`config.mk`:
```
export PLATFORM = sky130hd
export DESIGN_NAME = adcc_top
export DESIGN_NICKNAME = d
export VERILOG_FILES = /design/src/common/adcc_pkg.sv /design/src/rtl/adcc_sar.sv /design/src/rtl/adcc_top.sv
export SDC_FILE = /design/constraint.sdc
export NUM_CORES = 1
export LEC_CHECK = 0
export ABC_CLOCK_PERIOD_IN_PS = 2400
export BUFFER_PORTS_ARGS = -buffer_cell sky130_fd_sc_hd__buf_2
export CAP_MARGIN = 0
export CORE_MARGIN = 4
export CORE_UTILIZATION = 50
export CTS_CLUSTER_DIAMETER = 120
export CTS_CLUSTER_SIZE = 12
export DETAILED_ROUTE_END_ITERATION = 16
export GPL_TIMING_DRIVEN = 0
export PLACE_DENSITY = 0.69
export SKIP_LAST_GASP = 1
export SYNTH_ARGS = -nofsm -noshare
export SYNTH_HDL_FRONTEND = slang
export SYNTH_SLANG_ARGS = --single-unit
```
`constraint.sdc`:
```
create_clock -name clk_sys -period 2.4 [get_ports clk_sys]
set_input_delay 0.48 -clock clk_sys [delete_from_list [all_inputs] [get_ports clk_sys]]
set_output_delay 0.48 -clock clk_sys [all_outputs]
set_load 0.01 [all_outputs]
```
`src/common/adcc_pkg.sv`:
```
`default_nettype none
package adcc_pkg;

    localparam logic [15:0] ADDR_RESULT_LO = 16'hFF08;
    localparam logic [15:0] ADDR_RESULT_HI = 16'hFF09;
    localparam logic [15:0] ADDR_MODE      = 16'hFF28;
    localparam logic [15:0] ADDR_CHANNEL   = 16'hFF29;
    localparam logic [15:0] ADDR_CMP_MODE  = 16'hFF2A;
    localparam logic [15:0] ADDR_THRESHOLD = 16'hFF2B;

    localparam int unsigned MODE_RUN_BIT     = 7;
    localparam int unsigned MODE_TIME_LSB    = 3;
    localparam int unsigned MODE_REFGEN_BIT  = 0;
    localparam int unsigned CMP_ENABLE_BIT   = 7;
    localparam int unsigned CMP_POLARITY_BIT = 6;
    localparam int unsigned RESULT_PAD_BITS  = 6;

    localparam logic [7:0] MODE_RESET      = 8'h00;
    localparam logic [7:0] CHANNEL_RESET   = 8'h00;
    localparam logic [7:0] CMP_MODE_RESET  = 8'h00;
    localparam logic [7:0] THRESHOLD_RESET = 8'h00;

    // Conversion periods in system clocks for each permitted time-select code
    localparam int unsigned CONV_PER_T0 = 288;
    localparam int unsigned CONV_PER_T1 = 240;
    localparam int unsigned CONV_PER_T2 = 192;
    localparam int unsigned CONV_PER_T4 = 144;
    localparam int unsigned CONV_PER_T5 = 120;
    localparam int unsigned CONV_PER_T6 = 96;
    localparam int unsigned CONV_SLOTS   = 12;
    localparam int unsigned SAMPLE_SLOTS = 2;

    localparam logic [7:0] SLOT_CYC_T0 = 8'(CONV_PER_T0 / CONV_SLOTS);
    localparam logic [7:0] SLOT_CYC_T1 = 8'(CONV_PER_T1 / CONV_SLOTS);
    localparam logic [7:0] SLOT_CYC_T2 = 8'(CONV_PER_T2 / CONV_SLOTS);
    localparam logic [7:0] SLOT_CYC_T4 = 8'(CONV_PER_T4 / CONV_SLOTS);
    localparam logic [7:0] SLOT_CYC_T5 = 8'(CONV_PER_T5 / CONV_SLOTS);
    localparam logic [7:0] SLOT_CYC_T6 = 8'(CONV_PER_T6 / CONV_SLOTS);

    typedef enum logic [2:0] {
        TIME_288 = 3'h0,
        TIME_240 = 3'h1,
        TIME_192 = 3'h2,
        TIME_144 = 3'h4,
        TIME_120 = 3'h5,
        TIME_96  = 3'h6
    } adcc_time_e;

    typedef enum logic [1:0] {
        ST_IDLE,
        ST_SAMPLE,
        ST_CONVERT
    } adcc_state_e;

    typedef struct packed {
        logic        sel;
        logic        write;
        logic        wide;
        logic [15:0] addr;
        logic [7:0]  wrData;
    } adcc_bus_req_s;

    typedef struct packed {
        logic        waitCycle;
        logic        rdValid;
        logic [15:0] rdData;
    } adcc_bus_rsp_s;

    typedef struct packed {
        logic [1:0] channel;
        logic       sampleHold;
        logic       refGenEnable;
        logic [9:0] tapCode;
    } adcc_analog_s;

endpackage
`default_nettype wire

```
`src/rtl/adcc_sar.sv`:
```
`timescale 1ns/10ps
`default_nettype none
// Successive-approximation register with one-hot trial bit
module adcc_sar
    import adcc_pkg::*;
#(
    parameter int ResBits = 10
) (
    input  wire logic               clk,
    input  wire logic               rstN,
    input  wire logic               start,
    input  wire logic               decide,
    input  wire logic               compIn,
    output logic      [ResBits-1:0] tapCode,
    output logic      [ResBits-1:0] finalCode,
    output logic                    lastBit
);

    logic [ResBits-1:0] approx_q;
    logic [ResBits-1:0] trial_q;

    initial begin
        if (ResBits < 2 || ResBits > 16) begin
            $error("adcc_sar: ResBits must lie between 2 and 16");
        end
    end

    always_ff @(posedge clk or negedge rstN) begin
        if (!rstN) begin
            approx_q <= '0;
            trial_q  <= '0;
        end else if (start) begin
            approx_q <= '0;
            trial_q  <= {1'b1, {(ResBits-1){1'b0}}};
        end else if (decide && trial_q != '0) begin
            if (compIn) begin
                approx_q <= approx_q | trial_q;
            end
            trial_q <= trial_q >> 1;
        end
    end

    // Tap is the decided bits plus the bit under trial
    assign tapCode   = approx_q | trial_q;
    assign finalCode = compIn ? (approx_q | trial_q) : approx_q;
    assign lastBit   = trial_q[0];

endmodule
`default_nettype wire

```
`src/rtl/adcc_top.sv`:
```
`timescale 1ns/10ps
`default_nettype none
module adcc_top
    import adcc_pkg::*;
#(
    parameter int ResBits = 10
) (
    input  wire logic          clk_sys,
    input  wire logic          rst_b,
    input  wire adcc_bus_req_s busReq,
    output adcc_bus_rsp_s      busRsp,
    input  wire logic          compIn,
    output adcc_analog_s       analogCtl,
    output logic               convDoneIrq
);

    localparam int ResultBits = ResBits + RESULT_PAD_BITS;

    initial begin
        if (ResBits != 10) begin
            $error("adcc_top: the result layout serves a 10-bit converter only");
        end
    end

    // Reset release through two flops
    logic [1:0] rstSync_q;
    logic       rstN;

    always_ff @(posedge clk_sys or negedge rst_b) begin
        if (!rst_b) begin
            rstSync_q <= 2'h0;
        end else begin
            rstSync_q <= {rstSync_q[0], 1'b1};
        end
    end

    assign rstN = rstSync_q[1];

    // Bus decode
    logic hitResult;
    logic hitMode;
    logic hitChannel;
    logic hitCmpMode;
    logic hitThreshold;
    logic needsWait;
    logic waitDone_q;
    logic accessDone;
    logic rdDone;
    logic wrDone;

    assign hitResult    = busReq.addr == ADDR_RESULT_LO || busReq.addr == ADDR_RESULT_HI;
    assign hitMode      = busReq.addr == ADDR_MODE;
    assign hitChannel   = busReq.addr == ADDR_CHANNEL;
    assign hitCmpMode   = busReq.addr == ADDR_CMP_MODE;
    assign hitThreshold = busReq.addr == ADDR_THRESHOLD;

    // Result reads and control writes stretch by one cycle
    assign needsWait = busReq.write ? (hitMode || hitChannel || hitCmpMode || hitThreshold)
                                    : hitResult;

    assign busRsp.waitCycle = busReq.sel && needsWait && !waitDone_q;
    assign accessDone       = busReq.sel && !busRsp.waitCycle;
    assign rdDone           = accessDone && !busReq.write;
    assign wrDone           = accessDone && busReq.write;

    always_ff @(posedge clk_sys or negedge rstN) begin
        if (!rstN) begin
            waitDone_q <= 1'b0;
        end else begin
            waitDone_q <= busReq.sel && needsWait && !waitDone_q;
        end
    end

    // Control registers
    logic       modeWr;
    logic       channelWr;
    logic       cmpModeWr;
    logic       thresholdWr;
    logic       ctlWr;
    logic       run_q;
    logic [2:0] convTime_q;
    logic       refGen_q;
    logic [1:0] channel_q;
    logic       cmpEnable_q;
    logic       cmpPolarity_q;
    logic [7:0] threshold_q;
    logic       runNext;
    logic [2:0] convTimeNext;

    assign modeWr      = wrDone && hitMode;
    assign channelWr   = wrDone && hitChannel;
    assign cmpModeWr   = wrDone && hitCmpMode;
    assign thresholdWr = wrDone && hitThreshold;
    assign ctlWr       = modeWr || channelWr || cmpModeWr || thresholdWr;

    assign runNext      = modeWr ? busReq.wrData[MODE_RUN_BIT] : run_q;
    assign convTimeNext = modeWr ? busReq.wrData[MODE_TIME_LSB +: 3] : convTime_q;

    always_ff @(posedge clk_sys or negedge rstN) begin
        if (!rstN) begin
            run_q      <= MODE_RESET[MODE_RUN_BIT];
            convTime_q <= MODE_RESET[MODE_TIME_LSB +: 3];
            refGen_q   <= MODE_RESET[MODE_REFGEN_BIT];
        end else if (modeWr) begin
            run_q      <= busReq.wrData[MODE_RUN_BIT];
            convTime_q <= busReq.wrData[MODE_TIME_LSB +: 3];
            refGen_q   <= busReq.wrData[MODE_REFGEN_BIT];
        end
    end

    always_ff @(posedge clk_sys or negedge rstN) begin
        if (!rstN) begin
            channel_q <= CHANNEL_RESET[1:0];
        end else if (channelWr) begin
            channel_q <= busReq.wrData[1:0];
        end
    end

    always_ff @(posedge clk_sys or negedge rstN) begin
        if (!rstN) begin
            cmpEnable_q   <= CMP_MODE_RESET[CMP_ENABLE_BIT];
            cmpPolarity_q <= CMP_MODE_RESET[CMP_POLARITY_BIT];
        end else if (cmpModeWr) begin
            cmpEnable_q   <= busReq.wrData[CMP_ENABLE_BIT];
            cmpPolarity_q <= busReq.wrData[CMP_POLARITY_BIT];
        end
    end

    always_ff @(posedge clk_sys or negedge rstN) begin
        if (!rstN) begin
            threshold_q <= THRESHOLD_RESET;
        end else if (thresholdWr) begin
            threshold_q <= busReq.wrData;
        end
    end

    // Slot length per time-select code; prohibited codes fall back to the longest
    logic [7:0] slotCycles;

    always_comb begin
        unique case (convTimeNext)
            TIME_288: slotCycles = SLOT_CYC_T0;
            TIME_240: slotCycles = SLOT_CYC_T1;
            TIME_192: slotCycles = SLOT_CYC_T2;
            TIME_144: slotCycles = SLOT_CYC_T4;
            TIME_120: slotCycles = SLOT_CYC_T5;
            TIME_96:  slotCycles = SLOT_CYC_T6;
            default:  slotCycles = SLOT_CYC_T0;
        endcase
    end

    // Slot divider: one-cycle tick at the end of every slot
    adcc_state_e state_q;
    logic [7:0]  slotCnt_q;
    logic        slotTick;
    logic        sampleSlot_q;

    assign slotTick = (state_q != ST_IDLE) && (slotCnt_q == 8'h00);

    always_ff @(posedge clk_sys or negedge rstN) begin
        if (!rstN) begin
            slotCnt_q <= 8'h00;
        end else if (ctlWr || state_q == ST_IDLE || slotTick) begin
            slotCnt_q <= slotCycles - 8'h01;
        end else begin
            slotCnt_q <= slotCnt_q - 8'h01;
        end
    end

    // Sequencer
    logic sarStart;
    logic sarDecide;
    logic sarLast;
    logic convEnd;
    logic [ResBits-1:0] sarTap;
    logic [ResBits-1:0] sarFinal;

    assign sarStart  = (state_q == ST_SAMPLE) && slotTick && sampleSlot_q && !ctlWr;
    assign sarDecide = (state_q == ST_CONVERT) && slotTick && !ctlWr;
    // A control write in the end cycle suppresses the result and the interrupt
    assign convEnd   = sarDecide && sarLast;

    always_ff @(posedge clk_sys or negedge rstN) begin
        if (!rstN) begin
            state_q      <= ST_IDLE;
            sampleSlot_q <= 1'b0;
        end else if (ctlWr) begin
            state_q      <= runNext ? ST_SAMPLE : ST_IDLE;
            sampleSlot_q <= 1'b0;
        end else begin
            unique case (state_q)
                ST_IDLE: begin
                    if (run_q) begin
                        state_q <= ST_SAMPLE;
                    end
                end
                ST_SAMPLE: begin
                    if (slotTick) begin
                        sampleSlot_q <= ~sampleSlot_q;
                        if (sampleSlot_q) begin
                            state_q <= ST_CONVERT;
                        end
                    end
                end
                ST_CONVERT: begin
                    if (convEnd) begin
                        state_q <= ST_SAMPLE;
                    end
                end
            endcase
        end
    end

    adcc_sar #(
        .ResBits   (ResBits)
    ) uSar (
        .clk       (clk_sys),
        .rstN      (rstN),
        .start     (sarStart),
        .decide    (sarDecide),
        .compIn    (compIn),
        .tapCode   (sarTap),
        .finalCode (sarFinal),
        .lastBit   (sarLast)
    );

    // Result register: holds no reset value, so it reads undefined until the first conversion
    logic [ResBits-1:0] result_q;

    always_ff @(posedge clk_sys) begin
        if (convEnd) begin
            result_q <= sarFinal;
        end
    end

    logic [ResultBits-1:0] resultWord;

    assign resultWord = {result_q, {RESULT_PAD_BITS{1'b0}}};

    // Threshold qualification of the done interrupt
    logic cmpHit;
    logic irqQualify;

    assign cmpHit     = cmpPolarity_q ? (sarFinal[ResBits-1 -: 8] <  threshold_q)
                                      : (sarFinal[ResBits-1 -: 8] >= threshold_q);
    assign irqQualify = !cmpEnable_q || cmpHit;

    always_ff @(posedge clk_sys or negedge rstN) begin
        if (!rstN) begin
            convDoneIrq <= 1'b0;
        end else begin
            convDoneIrq <= convEnd && irqQualify;
        end
    end

    // Read path; a read in the end cycle takes the old result
    logic [15:0] rdData_q;
    logic        rdValid_q;

    always_ff @(posedge clk_sys or negedge rstN) begin
        if (!rstN) begin
            rdData_q  <= 16'h0000;
            rdValid_q <= 1'b0;
        end else begin
            rdValid_q <= rdDone;
            if (rdDone) begin
                if (busReq.addr == ADDR_RESULT_LO && busReq.wide) begin
                    rdData_q <= resultWord;
                end else if (busReq.addr == ADDR_RESULT_LO) begin
                    rdData_q <= {8'h00, resultWord[7:0]};
                end else if (busReq.addr == ADDR_RESULT_HI) begin
                    rdData_q <= {8'h00, resultWord[15:8]};
                end else if (hitMode) begin
                    rdData_q <= {8'h00, run_q, 1'b0, convTime_q, 2'h0, refGen_q};
                end else if (hitChannel) begin
                    rdData_q <= {14'h0000, channel_q};
                end else if (hitCmpMode) begin
                    rdData_q <= {8'h00, cmpEnable_q, cmpPolarity_q, 6'h00};
                end else if (hitThreshold) begin
                    rdData_q <= {8'h00, threshold_q};
                end else begin
                    rdData_q <= 16'h0000;
                end
            end
        end
    end

    assign busRsp.rdData  = rdData_q;
    assign busRsp.rdValid = rdValid_q;

    // Analog side
    assign analogCtl.channel      = channel_q;
    assign analogCtl.sampleHold   = (state_q == ST_SAMPLE);
    assign analogCtl.refGenEnable = refGen_q;
    assign analogCtl.tapCode      = (state_q == ST_CONVERT) ? sarTap : '0;

endmodule
`default_nettype wire

```
* After elaboration in Yosys (flattened, before gate mapping)
Cells that the tools add are included.
Storage, ports and cells: register bits 79, output and inout port bits 33, logic and storage cells 113
Operators by class: $add $sub $neg 2, magnitude comparators 2, eq/ne operators 17, mux-type cells 29, bitwise gates (word level) 2, reduce and logical (&&, ||, !) cells 43
Operators with widths (count):
- equality test 16 bit (second input constant) | 6
- 2-to-1 mux 10 bit | 6
- 2-to-1 mux 8 bit | 6
- 2-to-1 mux 16 bit | 2
- case mux 5 bit (5 select lines) | 1
- logical AND 1 bit | 19
- subtractor 8 x 1 -> 8 bit (second input constant) | 2
- logical OR 1 bit | 10
- 2-to-1 mux 2 bit | 5
- OR 10 bit | 1
- nonzero test 10 bit | 1
- equality test 3 bit (second input constant) | 3
- greater-or-equal comparator 8 bit | 1
- logical NOT 8 bit | 1
- less-than comparator 8 bit | 1
- nonzero test 2 bit | 4
- 2-to-1 mux 1 bit | 7
- != test 3 x 1 -> 1 bit (second input constant) | 2
- != test 3 bit (second input constant) | 2
- case mux 2 bit (3 select lines) | 1
- logical NOT 1 bit | 5
- AND reduction 4 bit | 1
- equality test 3 x 1 -> 1 bit (second input constant) | 1
- equality test 3 x 2 -> 1 bit (second input constant) | 1
- other kinds (6) | 6

* Logic depth before layout (Yosys ltp)
word-level depth 20, depth in mapped cells 11, depth with buffers taken out 10

* Modules after synthesis
From an unflattened synthesis, not the netlist that was laid out.
Unflattened totals: cells, all modules 377, area, all modules 4072.7 um2
By module, submodules not included:
- adcc_top | times used 1, cells an instance 278, area an instance 3059.2 um2
- adcc_sar | times used 1, cells an instance 99, area an instance 1013.5 um2

* Worst setup path after synthesis
No wires, ideal clock.
path kind input to register, start input port busReq[12] (netlist bit), end register slotCnt_q[4], setup time 121 ps, arrival time 2384 ps, data required time 2279 ps, path slack -105 ps, stages 11, path buffers 1, path through and4bb_2 -> nand4_4 -> nor4_2 -> buf_4 -> mux2i_1 -> a211oi_1 -> a21oi_1 -> ha_1 -> nand2_1 -> xnor2_1 -> a22o_1
On the way: longest elaborated chain between the ends 17, elaborated cells between the ends (all ways) 34, classes of those cells add/sub: 1; eq/ne: 11; mux: 4; reduce/logical: 18
RTL lines:
- start: declaration | line adcc_top.sv:10 | input wire adcc_bus_req_s busReq,
- branches (longest 16 deep; another with equality test 16 bit)
- 2-to-1 mux 8 bit (*) | line adcc_top.sv:163 | end else if (ctlWr || state_q == ST_IDLE || slotTick) begin
- end signal: assignment | line adcc_top.sv:164 | slotCnt_q <= slotCycles - 8'h01;
- end signal: assignment | line adcc_top.sv:166 | slotCnt_q <= slotCnt_q - 8'h01;
- end: declaration | line adcc_top.sv:154 | logic [7:0] slotCnt_q;
Mark *: on every way between the ends. A chain may end at the register's enable or synchronous reset.

* Final worst setup path
start input port busReq[15] (netlist bit), end register slotCnt_q[4]
Same word-level chain as after synthesis.

==> impl_metrics.yaml <==
finish:
  final_area_mm2: 0.004841
  nFillCells: 678
  instances_no_fill: 583
  synthToLayoutAreaGrowth_pct: 20.01
  utilization: 0.6232
  nNetsFinal: 515
  insertedDiodeCount: 0
  layout-drive-gt1-share: 0.3015
logic_synthesis:
  synth-edff-count: 10
  yosysMostFrequentCell: "dfrtp_1"
  yosysWarnings: 0
  yosys.area.top_type_share: 0.4280
  syn_area_per_cell_um2: 10.29
  syn_area_mm2: 0.004034
  synthTopCellsByCount: "dfrtp_1, nand2_1, nor2_1, o21ai_0, a21oi_1"
  synth_nets: 431
  synth-seq-cells: 79
  syn_inst: 392
  synthTopCellsByArea: "dfrtp_1, edfxtp_1, nand2_1, nor2_1, mux2_2"
  yosysTopAreaCell: "dfrtp_1"
  synth-async-reset-ratio: 0.8734
  ys_seq_area_frac: 0.5025
  synth.distinct_cells: 62
  synthFlopType: "dfrtp_1"
power:
  p_per_area_mw_per_mm2: 534.6
  ir_drop_mv: 0.4709
  leakage_nw: 2.316
  power_mw: 2.588
worst_setup_path:
  r2r_setup_slack_ns: 0.08
  start_kind: "input port"
  worstReg2RegStart: "waitDone_q"
  cp.required_ns: 2.64
  path_class: "input port to register"
  crit_arrival_ns: 2.56
  r2r_cells: 11
  cp_max_fo: 7
  r2r-end: "slotCnt_q[4]"
  worst_setup_path_end_kind: "register"
timing:
  period_share: 0.9665
  final.setup.worst_slack_ns: 0.08035
  worst_pin_slew_ns: 0.8611
  final-hold-violation-count: 0
  max_slew_margin: 0.4259
  setup_violations: 0
  fmax_ghz: 0.4311
  hold_slack_ns: 0.3645
  drv_slew: 0
  skew_ns: 0.01196
  period_needed_ns: 2.320
  setup_tns_ns: 0
floorplan:
  dieArea_mm2: 0.009569
  ios: 63
  die_h_um: 97.82
  core_area_mm2: 0.007767
  fp.dieW_um: 97.82
  start_util: 0.5193
  num_rows: 32
worst_hold_path:
  min_path_type: "register to register"
  hold_path_depth: 0
  whs_endpoint: "rstSync_q[1]"
  hp-start: "rstSync_q[0]"
place:
  post-dp-hpwl_um: 6928
  place_ws_ns: -0.4587
  portBuffers: 60
  gp_congestion: 0.9277
  dp_cells: 554
  placed_area_mm2: 0.004468
detailed_routing:
  routed_wl_um: 9544
  drt_pass1_iterations: 4
  drtIter0Drc: 148
  drc: 0
  post_drt_wl_per_cell_um: 16.37
  ant_nets: 0
  via_per_inst: 5.515
  num_vias: 3215
clock_tree:
  h-tree-depth: 3
  cts.sinks: 79
  numCtsBuffers: 9
  cts_tree: "built"
  path_clk_slew_ns: 0.08
  worstSkewPairLatency_ns: 0.35
  root_buffer: "clkbuf_8"
  clock_path_buffers: 2
global_route:
  grt_antenna_before_repair: 0
  grt_max_degree: 68
  grt_util_all_layers: 0.2043
  grt_pass1_vias: 3118
  grt-ovfl-total: 0
  grt_pass1_wl_um: 15660
outcome:
  status: "complete, no violations"
job:
  max-cap-violations: 0
-- kinds of logic (layout without fill, tap and decap cells) --
group | Yosys count | in the layout | share of synthesized area
AOI/OAI and AO/OA | 86 | 86 | 0.1514
xor gates and xnor gates | 8 | 8 | 0.01737
adders and majority gates | 9 | 9 | 0.02792
buffers and inverters | 30 | 119 | 0.03691
DFF | 79 | 79 | 0.5025
muxes | 19 | 19 | 0.05056
other | 1 | 1 | 0.0009296
and+or+nand+nor | 160 | 160 | 0.2125
-- repair_timing --
item / in CTS / in global routing
hold endpoints to repair: 2 / 0
hold buffers: 1 / 0
endpoints found under the setup margin: 2 / 2
pin swaps: 0 / 4
buffers inserted: 2 / 10
gates resized for setup: 3 / 5
-- registers in the layout, indices dropped and copies added, names as in the netlist, 2 cells and up --
signal	count
channel_q	2
rdData_q	16
threshold_q	8
convTime_q	3
state_q	2
uSar.approx_q	10
rstSync_q	2
slotCnt_q	8
result_q	10
uSar.trial_q	10
-- layout make-up --
class	count	area, µm²	area share
sequential	79	2031	0.4195
tap	102	127.6	0.02636
timing repair buffer	73	400.4	0.08271
clock buffer	9	123.9	0.02559
clock inverter	7	102.6	0.02119
buffer	18	103.9	0.02145
inverter	12	45.04	0.009305
multi-input combinational	283	1907	0.3939
-- worst max-delay path, cell delays in order --
cell and delay [ns]:
buf_2 0.10, and4bb_2 0.33, nand4_4 0.19, nor2_2 0.41
nor3_4 0.10, buf_4 0.16, a21oi_1 0.14, ha_2 0.23
nand2_1 0.07, xnor2_1 0.12, a22o_1 0.23
-- layer usage --
layer,vias to the layer above,global-route usage,wire (µm)
li1,1557,-,-
met1,1548,0.2681,4203
met2,90,0.3288,4550
met3,20,0.04071,499
met4,0,0.09052,289
met5,-,0,0
-- how the worst max path moves through the flow --
stage	slack, ns	start	to
4_1_cts	0.008	state_q[0]	slotCnt_q[6]
6_report	0.08	busReq[15]	slotCnt_q[4]
5_1_grt	-0.02	waitDone_q	slotCnt_q[6]
3_5_place_dp	-0.46	busReq[15]	slotCnt_q[6]
2_1_floorplan	-0.09	busReq[12]	slotCnt_q[4]
3_3_place_gp	-0.45	rstSync_q[1]	rdData_q[3]
-- power breakdown --
part	leakage, nW	switching [mW]	internal [mW]
sequential	0.951	0.0215	1.35
clock	0.116	0.518	0.600
combinational	1.25	0.0557	0.0389
total	2.32	0.596	1.99
-- placed cells by master (no fill, tap or decap), types with 3 or more instances in the layout --
cell	count
a22oi_1	4
and4bb_2	3
a21o_1	14
mux2i_1	7
a21oi_1	19
nor2_1	38
inv_1	12
dfrtp_1	68
clkbuf_8	9
nor2_2	4
ha_1	8
mux2_2	11
o221a_2	8
nor2b_1	7
nor3_1	7
xnor2_1	5
clkbuf_1	6
and4_1	3
o31ai_1	4
buf_2	65
nor4_1	5
xor2_1	3
nand2_1	64
edfxtp_1	10
o21ai_0	22
nor3b_1	3
buf_4	16
(Power assumes the default switching activity.)
